==> src/pkg/iva_pkg.sv <==
// Purpose: Constants for the interrupt vector allocation block
// Assumes: 8-bit interrupt numbers, 10-bit table offsets, 4-bit levels
// Notes:   Offsets are byte offsets into the vector table
`default_nettype none
package iva_pkg;
   localparam logic [9:0]  VEC_TOP_OFS    = 10'h3FC;
   localparam logic [31:0] TABLE_BASE_DEFAULT = 32'h000FFC00;
   localparam logic [7:0]  NUM_RESET      = 8'h00;
   localparam logic [7:0]  NUM_UNDEF      = 8'h0E;
   localparam logic [7:0]  NUM_NMI        = 8'h0F;
   localparam logic [7:0]  NUM_LVL_FIRST  = 8'h10;
   localparam logic [7:0]  NUM_LVL_LAST   = 8'h2F;
   localparam logic [7:0]  NUM_ADC        = 8'h22;
   localparam logic [7:0]  NUM_DELAYED    = 8'h3F;
   localparam logic [7:0]  NUM_OS_FIRST   = 8'h40;
   localparam logic [7:0]  NUM_OS_LAST    = 8'h41;
   localparam logic [7:0]  NUM_TRAP_FIRST = 8'h42;
   localparam logic [5:0]  LVLREG_DELAYED = 6'h2F;
   localparam logic [5:0]  LVLREG_NONE    = 6'h3F;
   localparam logic [3:0]  LVL_NMI        = 4'hF;
   localparam int          NUM_HW_SRC     = 32;
endpackage : iva_pkg
`default_nettype wire

==> src/core/iva_alloc.sv <==
// Purpose: Map interrupt causes to vector number, table offset, address
// Assumes: Request lines are synchronous to mclk_i
// Notes:   Lowest pending hardware number wins, traps last; no level arbitration is done here
//          Outputs are recomputed every cycle; nothing is held between requests
//          Level value of the delayed cause comes from the last level input
//          Trap numbers pass through unchecked; software keeps them legal
//          Reset outputs show the reset vector at the default table base
//
// Overview of operation
// - Vector for number n sits at offset 0x3FC minus 4n; reset is number 0.
// - Undefined instruction raises number 14 at offset 0x3C4, no level register.
// - Delayed software cause is number 63 at offset 0x300, level register 47.
// - Converter request is number 34, level register 18, offset 0x374.
// - Numbers 66 to 255 are software traps only, no level register.
`default_nettype none
module iva_alloc (
   input  wire logic        mclk_i,
   input  wire logic        rst_n_i,
   input  wire logic        undef_instr_i,
   input  wire logic        nmi_i,
   input  wire logic [31:0] periph_req_i,
   input  wire logic        delayed_req_i,
   input  wire logic        trap_i,
   input  wire logic [7:0]  trap_num_i,
   input  wire logic [31:0] vector_table_base_i,
   input  wire logic [3:0]  interrupt_level_reg_i [32],
   output logic             valid_o,
   output logic [7:0]       vec_num_o,
   output logic [9:0]       vec_ofs_o,
   output logic [31:0]      vec_addr_o,
   output logic [31:0]      vec_default_o,
   output logic [5:0]       lvl_reg_o,
   output logic [3:0]       level_o,
   output logic             has_level_o
);
   logic        next_valid;
   logic [7:0]  next_num;
   logic [4:0]  per_idx;
   logic [9:0]  next_ofs;

   // Priority by number: fixed causes first, then the peripheral lines
   // Lowest set peripheral bit wins, so scan from the top down
   // Traps come last: a trap instruction cannot preempt hardware
   always_comb begin
      next_valid = 1'b1;
      next_num   = iva_pkg::NUM_RESET;
      per_idx    = 5'h00;
      for (int i = 31; i >= 0; i--) begin
         if (periph_req_i[i]) begin
            per_idx = 5'(i);
         end
      end
      if (undef_instr_i) begin
         next_num = iva_pkg::NUM_UNDEF;
      end else if (nmi_i) begin
         next_num = iva_pkg::NUM_NMI;
      end else if (|periph_req_i) begin
         next_num = iva_pkg::NUM_LVL_FIRST + {3'h0, per_idx};
      end else if (delayed_req_i) begin
         next_num = iva_pkg::NUM_DELAYED;
      end else if (trap_i) begin
         // Trap may name any number, including the system pair 0x40/0x41
         next_num = trap_num_i;
      end else begin
         next_valid = 1'b0;
      end
   end

   always_ff @(posedge mclk_i) begin
      if (!rst_n_i) begin
         valid_o   <= 1'b0;
         vec_num_o <= iva_pkg::NUM_RESET;
      end else begin
         valid_o   <= next_valid;
         vec_num_o <= next_num;
      end
   end

   // Shared by all three address outputs so they cannot disagree
   always_comb begin
      next_ofs = iva_pkg::VEC_TOP_OFS - {next_num, 2'b00};
   end

   // Offset and addresses; reset state yields the reset vector
   always_ff @(posedge mclk_i) begin
      if (!rst_n_i) begin
         vec_ofs_o     <= iva_pkg::VEC_TOP_OFS;
         vec_addr_o    <= iva_pkg::TABLE_BASE_DEFAULT + {22'h0, iva_pkg::VEC_TOP_OFS};
         vec_default_o <= iva_pkg::TABLE_BASE_DEFAULT + {22'h0, iva_pkg::VEC_TOP_OFS};
      end else begin
         vec_ofs_o     <= next_ofs;
         vec_addr_o    <= vector_table_base_i + {22'h0, next_ofs};
         vec_default_o <= iva_pkg::TABLE_BASE_DEFAULT + {22'h0, next_ofs};
      end
   end

   // Level register selection
   // Register number 0x3F on lvl_reg_o means the cause has none
   always_ff @(posedge mclk_i) begin
      if (!rst_n_i) begin
         lvl_reg_o   <= iva_pkg::LVLREG_NONE;
         level_o     <= 4'h0;
         has_level_o <= 1'b0;
      end else if (next_num == iva_pkg::NUM_NMI) begin
         lvl_reg_o   <= iva_pkg::LVLREG_NONE;
         level_o     <= iva_pkg::LVL_NMI;
         has_level_o <= 1'b1;
      end else if (next_num >= iva_pkg::NUM_LVL_FIRST && next_num <= iva_pkg::NUM_LVL_LAST) begin
         lvl_reg_o   <= 6'(next_num - iva_pkg::NUM_LVL_FIRST);
         level_o     <= interrupt_level_reg_i[5'(next_num - iva_pkg::NUM_LVL_FIRST)];
         has_level_o <= 1'b1;
      end else if (next_num == iva_pkg::NUM_DELAYED) begin
         lvl_reg_o   <= iva_pkg::LVLREG_DELAYED;
         level_o     <= interrupt_level_reg_i[31];
         has_level_o <= 1'b1;
      end else begin
         // Reset, undefined instruction, traps other than 0x0F-0x2F and 0x3F: no level register
         lvl_reg_o   <= iva_pkg::LVLREG_NONE;
         level_o     <= 4'h0;
         has_level_o <= 1'b0;
      end
   end

   // Address arithmetic
   chk_ofs_formula: assert property (@(posedge mclk_i) disable iff (!rst_n_i)
      1'b1 |=> vec_ofs_o == 10'(10'h3FC - {vec_num_o, 2'b00}))
      else $error("offset not 0x3FC-4n");

   chk_addr_sum: assert property (@(posedge mclk_i) disable iff (!rst_n_i)
      1'b1 |=> vec_addr_o == $past(vector_table_base_i) + {22'h0, vec_ofs_o})
      else $error("vector address not base plus offset");

   chk_default_sum: assert property (@(posedge mclk_i) disable iff (!rst_n_i)
      1'b1 |-> vec_default_o == 32'h000FFC00 + {22'h0, vec_ofs_o})
      else $error("default address not default base plus offset");

   chk_reset_vec: assert property (@(posedge mclk_i) disable iff (!rst_n_i)
      vec_num_o == 8'h00 |-> vec_default_o == 32'h000FFFFC)
      else $error("reset default address wrong");

   // Request presence
   chk_valid_any: assert property (@(posedge mclk_i) disable iff (!rst_n_i)
      (undef_instr_i || nmi_i || (|periph_req_i) || delayed_req_i || trap_i)
      |=> valid_o)
      else $error("request gave no valid vector");

   chk_idle_none: assert property (@(posedge mclk_i) disable iff (!rst_n_i)
      !undef_instr_i && !nmi_i && periph_req_i == 32'h0 && !delayed_req_i && !trap_i
      |=> !valid_o && vec_num_o == 8'h00)
      else $error("idle cycle showed a vector");

   // Fixed causes
   chk_undef_num: assert property (@(posedge mclk_i) disable iff (!rst_n_i)
      undef_instr_i |=> vec_num_o == 8'h0E && vec_ofs_o == 10'h3C4 && !has_level_o)
      else $error("undefined instruction vector wrong");

   chk_nmi_num: assert property (@(posedge mclk_i) disable iff (!rst_n_i)
      nmi_i && !undef_instr_i |=> vec_num_o == 8'h0F && valid_o)
      else $error("non-maskable request number wrong");

   chk_nmi_level: assert property (@(posedge mclk_i) disable iff (!rst_n_i)
      vec_num_o == 8'h0F && valid_o |-> level_o == 4'hF && has_level_o)
      else $error("NMI level not 0xF");

   chk_nmi_over_periph: assert property (@(posedge mclk_i) disable iff (!rst_n_i)
      nmi_i && periph_req_i[0] && !undef_instr_i
      |=> vec_num_o == 8'h0F && lvl_reg_o == 6'h3F)
      else $error("peripheral line beat non-maskable request");

   // Peripheral lines and level registers
   chk_adc_route: assert property (@(posedge mclk_i) disable iff (!rst_n_i)
      periph_req_i[18] && periph_req_i[17:0] == 18'h0 && !undef_instr_i && !nmi_i
      |=> vec_num_o == 8'h22 && vec_ofs_o == 10'h374)
      else $error("converter request not routed to 34");

   chk_adc_map: assert property (@(posedge mclk_i) disable iff (!rst_n_i)
      vec_num_o == 8'h22 |-> lvl_reg_o == 6'h12 && vec_ofs_o == 10'h374)
      else $error("converter mapping wrong");

   chk_periph_low: assert property (@(posedge mclk_i) disable iff (!rst_n_i)
      periph_req_i[31] && periph_req_i[30:0] == 31'h0 && !undef_instr_i && !nmi_i
      |=> vec_num_o == 8'h2F && lvl_reg_o == 6'h1F)
      else $error("last peripheral line mapping wrong");

   chk_lvl_window: assert property (@(posedge mclk_i) disable iff (!rst_n_i)
      vec_num_o >= 8'h10 && vec_num_o <= 8'h2F
      |-> has_level_o && lvl_reg_o == 6'(vec_num_o - 8'h10))
      else $error("level register index wrong");

   chk_lvl_value: assert property (@(posedge mclk_i) disable iff (!rst_n_i)
      periph_req_i[0] && !undef_instr_i && !nmi_i
      |=> level_o == $past(interrupt_level_reg_i[0]) && lvl_reg_o == 6'h00)
      else $error("level value not from register 0");

   // Delayed cause and traps
   chk_delayed_num: assert property (@(posedge mclk_i) disable iff (!rst_n_i)
      delayed_req_i && periph_req_i == 32'h0 && !undef_instr_i && !nmi_i
      |=> vec_num_o == 8'h3F && vec_ofs_o == 10'h300)
      else $error("delayed cause number wrong");

   chk_delayed_lvl: assert property (@(posedge mclk_i) disable iff (!rst_n_i)
      vec_num_o == 8'h3F && valid_o |-> vec_ofs_o == 10'h300 && lvl_reg_o == 6'h2F)
      else $error("delayed cause mapping wrong");

   chk_trap_pass: assert property (@(posedge mclk_i) disable iff (!rst_n_i)
      trap_i && !delayed_req_i && periph_req_i == 32'h0 && !undef_instr_i && !nmi_i
      |=> vec_num_o == $past(trap_num_i) && valid_o)
      else $error("trap number not passed through");

   chk_trap_nolvl: assert property (@(posedge mclk_i) disable iff (!rst_n_i)
      vec_num_o >= 8'h42 |-> !has_level_o)
      else $error("trap has level register");

   chk_trap_ofs: assert property (@(posedge mclk_i) disable iff (!rst_n_i)
      vec_num_o >= 8'h42 |-> vec_ofs_o <= 10'h2F4)
      else $error("trap offset above 0x2F4");

   chk_nolvl_reserved: assert property (@(posedge mclk_i) disable iff (!rst_n_i)
      vec_num_o >= 8'h30 && vec_num_o <= 8'h3E |-> !has_level_o)
      else $error("reserved number given a level");

   chk_sys_pair: assert property (@(posedge mclk_i) disable iff (!rst_n_i)
      (vec_num_o == 8'h40 || vec_num_o == 8'h41) |-> !has_level_o)
      else $error("system pair given a level");
endmodule : iva_alloc
`default_nettype wire

==> config.mk <==
export PLATFORM = sky130hd
export DESIGN_NAME = iva_alloc
export DESIGN_NICKNAME = d
export VERILOG_FILES = /design/src/pkg/iva_pkg.sv /design/src/core/iva_alloc.sv
export SDC_FILE = /design/constraint.sdc
export NUM_CORES = 1
export LEC_CHECK = 0
export BUFFER_PORTS_ARGS = -buffer_cell sky130_fd_sc_hd__buf_4
export CAP_MARGIN = 20
export CORE_AREA = 4 4 114 116
export CTS_CLUSTER_DIAMETER = 40
export CTS_CLUSTER_SIZE = 40
export DETAILED_ROUTE_END_ITERATION = 6
export DIE_AREA = 0 0 118 120
export PLACE_DENSITY = 0.79
export SLEW_MARGIN = 10
export SYNTH_ARGS = -nofsm -noshare
export SYNTH_HDL_FRONTEND = slang
export SYNTH_SLANG_ARGS = --single-unit
==> constraint.sdc <==
create_clock -name mclk_i -period 6.12 [get_ports mclk_i]
set_clock_uncertainty 0.15 [all_clocks]
set_input_delay 0.306 -clock mclk_i [delete_from_list [all_inputs] [get_ports mclk_i]]
set_output_delay 0.306 -clock mclk_i [all_outputs]
set_load 0.005 [all_outputs]
After elaboration in Yosys (flattened, before gate mapping):

Index checks and enable logic that the tools add are counted.

* bits in registers: 94
* bits of input ports: 206
* output and inout port bits: 94
* word-level logic and storage cells: 76

* add/subtract/negate cells: 5
* order comparisons: 3
* eq/ne operators: 2
* mux-type cells: 53
* bitwise gates (word level): 2
* reductions and logical operators: 3

Operators by type and width (count)
* two-way mux 5 bit: 33
* two-way mux 8 bit: 5
* adder 32 x 10 -> 32 bit: 1
* OR reduction 32 bit: 1
* adder 20 x 10 -> 21 bit, first input constant: 1
* binary-select mux 4 bit (select 5 bit): 1
* two-way mux 4 bit: 5
* subtractor 10 bit, first input constant: 1
* == test 8 x 4 -> 1 bit, second input constant: 1
* == test 8 x 6 -> 1 bit, second input constant: 1
* greater-or-equal comparator 8 x 5 -> 1 bit, second input constant: 1
* less-or-equal comparator 8 x 6 -> 1 bit, second input constant: 1
* two-way mux 1 bit: 8
* adder 5 x 5 -> 6 bit, first input constant: 1
* greater-or-equal comparator 6 bit, second input constant: 1
* two-way mux 6 bit: 1
* inverter 5 -> 6 bit: 1
* subtractor 6 x 5 -> 6 bit, second input constant: 1
* OR reduction 2 bit: 1
* logical AND 1 bit: 1
* inverter 1 bit: 1

Longest topological paths before layout:

* word-level depth: 43
* depth in mapped cells: 20
* depth with buffers taken out: 18

Worst setup path after synthesis:

Ideal clock, no wire load.

* path type: input port to flip-flop
* start: input port periph_req_i[0]
* end: register vec_addr_o[26]
* setup time: 0.071 ns
* arrival time: 4.351 ns
* data required time: 5.899 ns
* setup slack: 1.549 ns
* stages on the path: 20
* buffers on the path: 2
* cell sequence: nor4_1 nand4_2 nor2_1 nor4_1 a221oi_4 buf_2 buf_2 ha_1 inv_1 fa_1 nor2b_1 o21ai_0 a21boi_0 o21ai_0 a21boi_0 o21ai_0 a21oi_1 nand2b_1 or3_1 a21oi_1

* cells in the longest elaborated chain, start to end: 7
* elaborated cells between the ends (all ways): 8
* those cells by class: add/sub: 3; mux: 4; reduce/logical: 1

Ends and longest elaborated chain
* start: declaration: line iva_alloc.sv:21 `input wire logic [31:0] periph_req_i,`
* two-way mux 5 bit: line iva_alloc.sv:49 `if (periph_req_i[i]) begin`
* adder 5 x 5 -> 6 bit: line iva_alloc.sv:58 `next_num = iva_pkg::NUM_LVL_FIRST + {3'h0, per_idx};`
* two-way mux 8 bit (*): line iva_alloc.sv:57 `end else if (|periph_req_i) begin`
* two-way mux 8 bit (*): line iva_alloc.sv:55 `end else if (nmi_i) begin`
* two-way mux 8 bit (*): line iva_alloc.sv:53 `if (undef_instr_i) begin`
* subtractor 10 bit (*): line iva_alloc.sv:81 `next_ofs = iva_pkg::VEC_TOP_OFS - {next_num, 2'b00};`
* via next_ofs[2]: line iva_alloc.sv:39 `logic [9:0] next_ofs;`
* adder 32 x 10 -> 32 bit (*): line iva_alloc.sv:92 `vec_addr_o <= vector_table_base_i + {22'h0, next_ofs};`
* end signal: assignment: line iva_alloc.sv:88 `vec_addr_o <= iva_pkg::TABLE_BASE_DEFAULT + {22'h0, iva_pkg::VEC_TOP_OFS};`
* end signal: assignment: line iva_alloc.sv:92
* end: declaration: line iva_alloc.sv:30 `output logic [31:0] vec_addr_o,`

The timed path passes the listed nets; every way through them passes the cells marked *.
A chain may end at the register's enable or synchronous reset.

Worst setup path after layout:

* start: input port periph_req_i[24]
* end: register vec_addr_o[26]

* cells in the longest elaborated chain, start to end: 31
* elaborated cells between the ends (all ways): 32
* those cells by class: add/sub: 3; mux: 28; reduce/logical: 1

Ends and longest elaborated chain (line)
* two-way mux 5 bit (25 in a row): iva_alloc.sv:49
* adder 5 x 5 -> 6 bit: iva_alloc.sv:58
* two-way mux 8 bit (*): iva_alloc.sv:57
* two-way mux 8 bit (*): iva_alloc.sv:55
* two-way mux 8 bit (*): iva_alloc.sv:53
* subtractor 10 bit (*): iva_alloc.sv:81
* adder 32 x 10 -> 32 bit (*): iva_alloc.sv:92

Mark *: on every way between the ends. The rest lies on a longest branch, timed or not.

==> results.yml <==
run_status:
  outcome: "complete, no violations"
floorplanning:
  fp.coreArea_um2: 11900
  start_util_pct: 37.6
  die-area_um2: 14200
  fp.dieH_um: 120
  rows: 40
  die_w_um: 118
  io_pins: 300
timing:
  rsz0062_at_grt: "false"
  setup_viol: 0
  min_period_ps: 4590
  clock.fmax_mhz: 218
  fin_tns_setup_ps: 0
  slew_headroom_pct: 37.1
  post-route-period-util_pct: 74.9
  drv_slew: 0
  hold_viol: 0
  worst_slew_pin_slew_ps: 943
final_layout:
  syn2layout_area_growth_pct: 51.0
  multi_input_area_um2: 2870
  regArea_um2: 1200
  n_antenna_cell: 0
  drive_gt1_share_pct: 38.9
  fin_area_um2: 6750
  n_fill_cell: 1120
  fin_nets: 1025
logic_synthesis:
  ys.flop_type: "dfxtp_1"
  synth_top_area_share_pct: 26.9
  synth_cell_types: 63
  ys_warn_count: 0
  synth_top_area_cell: "dfxtp_1"
  async_flop_share_pct: 0
  synth_area_per_cell_um2: 8.13
  synth_edf_count: 0
  synth_seq_area_share_pct: 26.9
  netlist_top_cells_area: "dfxtp_1 (27%), mux2i_1 (11%), buf_4 (6.2%)"
  synthTopCellsByCount: "dfxtp_1 (60), nand2_1 (54), mux2i_1 (50)"
  synth_area_um2: 4470
  ys_seq_elements: 60
  yosysMostFrequentCell: "dfxtp_1"
  syn_inst: 550
setup_path:
  cp_slowest_cell: "nor4_1"
  endpoint_kind: "flip-flop"
  cp-start-kind: "input pin"
  crit_start: "periph_req_i[24]"
  cp.required_ps: 6210
  cp_slowest_stage_delay_ps: 440
  crit_chain: "buf_4 > nor4_1 > nand4_2 > nor2_1 > nor4_1 > a221oi_4 > ha_1 > inv_1 > fa_1 > nor2b_1 > o21ai_0 > a21boi_0 > o21ai_0 > a21boi_0 > o21ai_0 > a21oi_1 > nand2b_1 > or3_1 > a21oi_1"
  cp.arrival_ps: 4670
  path_class: "input pin to flip-flop"
  cp_max_fo: 10
  cp_common_cell: "o21ai_0"
detailed_routing:
  wl_per_cell_um: 16.6
  drcViolationCount: 0
  drt_iter0_drc: 408
  drtPass1Iterations: 7
  vias_per_cell: 5.16
  antenna_left: 0
  drt-total-wl_um: 15900
  vias: 4930
worst_hold_path:
  min_from: "vector_table_base_i[0]"
  hp-class: "input pin to flip-flop"
clock_tree:
  cts.sink_count: 60
  postCtsSetupBuffers: 0
  cts_tree: "built"
  numCtsBuffers: 9
  clockBufferDepth: 2
  clockRootBuffer: "clkbuf_16"
  cts_max_level: 3
  clk_pin_slew_ps: 40
  ctsResizeCount: 0
  cts_hold_buf: 0
power:
  p_per_area_nw_per_um2: 185
  leakage_nw: 3.28
  max-vdd-ir-drop_uv: 114
flow_run:
  cap_violations: 0
place:
  gp_congestion: 0.886
  placed_area_um2: 6470
  dp_hpwl_um: 13100
  port_buffers: 273
global_route:
  grt-ovfl-total: 0
  grt_use_total_pct: 21.3
  grt_pass1_wl_um: 24600
  antenna_found_initial: 0
  grt_max_degree: 70
  grt_pass1_vias: 5088
-- per-stage QoR --
step           utilization [%]  cells  setup WS [ps]  power (mW)  hold WS, ps
4_1_cts                   56.7    956           1560        1.26         39.6
5_1_grt                   56.7    956           1040        1.31         53.0
6_report                  56.7    956           1530        1.25         49.0
3_3_place_gp              54.3    941           1290       0.773          369
3_5_place_dp              54.3    941           1250       0.777          377
2_1_floorplan                -    574           1550       0.601          249
-- layout by cell type, fill, tap and decap left out, drive strengths merged, types with 3 or more instances in the layout --
cell,instances
buf,280
dfxtp,60
nand2,54
mux2i,50
nor2,45
inv,29
conb,26
nand3,25
o21ai,25
a21oi,23
xnor2,19
nor4,17
ha,13
clkbuf,13
nor3,10
or3,9
and3,7
nor2b,6
mux2,6
a31o,5
a31oi,5
a21o,5
and2,5
a221oi,5
o31ai,4
nand2b,4
o2111ai,4
a22oi,4
nor3b,4
o221ai,4
o211ai,3
a21boi,3
o21a,3
o22ai,3
nor4b,3
nand4,3
-- path summary, 6_finish.rpt --
| kind | cells after the start | to |
|---|---|---|
| max | 19 | vec_addr_o[26]$_SDFF_PN0_ |
| min | 2 | vec_addr_o[0]$_SDFF_PN0_ |
-- state kept, by name (all words and copies together) (netlist names) --
register / count
vec_ofs_o: 8
vec_addr_o: 32
valid_o: 1
has_level_o: 1
vec_num_o: 8
level_o: 4
lvl_reg_o: 6
-- power breakdown --
group | total, mW | internal, mW | switching [mW]
clock network | 0.480 | 0.323 | 0.157
registers | 0.421 | 0.414 | 0.00669
logic | 0.347 | 0.190 | 0.157
-- layer usage --
metal	global-route usage, %	wire length [µm]	vias up
li1	-	-	2428
met1	23.6	6030	2222
met2	39.3	8160	251
met3	5.47	1320	29
met4	7.69	367	0
met5	0	0	-
-- critical path: cells and delay by family --
| kind | cells | cell delay (ps) |
|---|---|---|
| simple gates | 7 | 1870 |
| compound gates | 8 | 1700 |
| fa+ha+maj | 2 | 610 |
| buf+inv | 2 | 180 |
-- cell families (layout without fill, tap and decap cells) --
logic type / after synthesis / count (layout) / share of synthesized area [%]
AOI/OAI and AO/OA: 113 / 113 / 17.9
xor gates and xnor gates: 19 / 19 / 3.72
adders and majority gates: 14 / 14 / 4.08
buffers and inverters: 89 / 324 / 11.0
DFF: 60 / 60 / 26.9
muxes: 58 / 58 / 13.8
other: 2 / 26 / 0.168
and+or+nand+nor: 195 / 195 / 22.5
-- layout make-up --
class | count | area share (%)
repair buffers | 280 | 31.1
multi-input cells | 425 | 42.5
well taps | 147 | 2.72
clock inverters | 2 | 0.519
flip-flops and latches | 60 | 17.8
inverters | 29 | 1.61
clock buffers | 13 | 3.71
(Power assumes the default switching activity.)
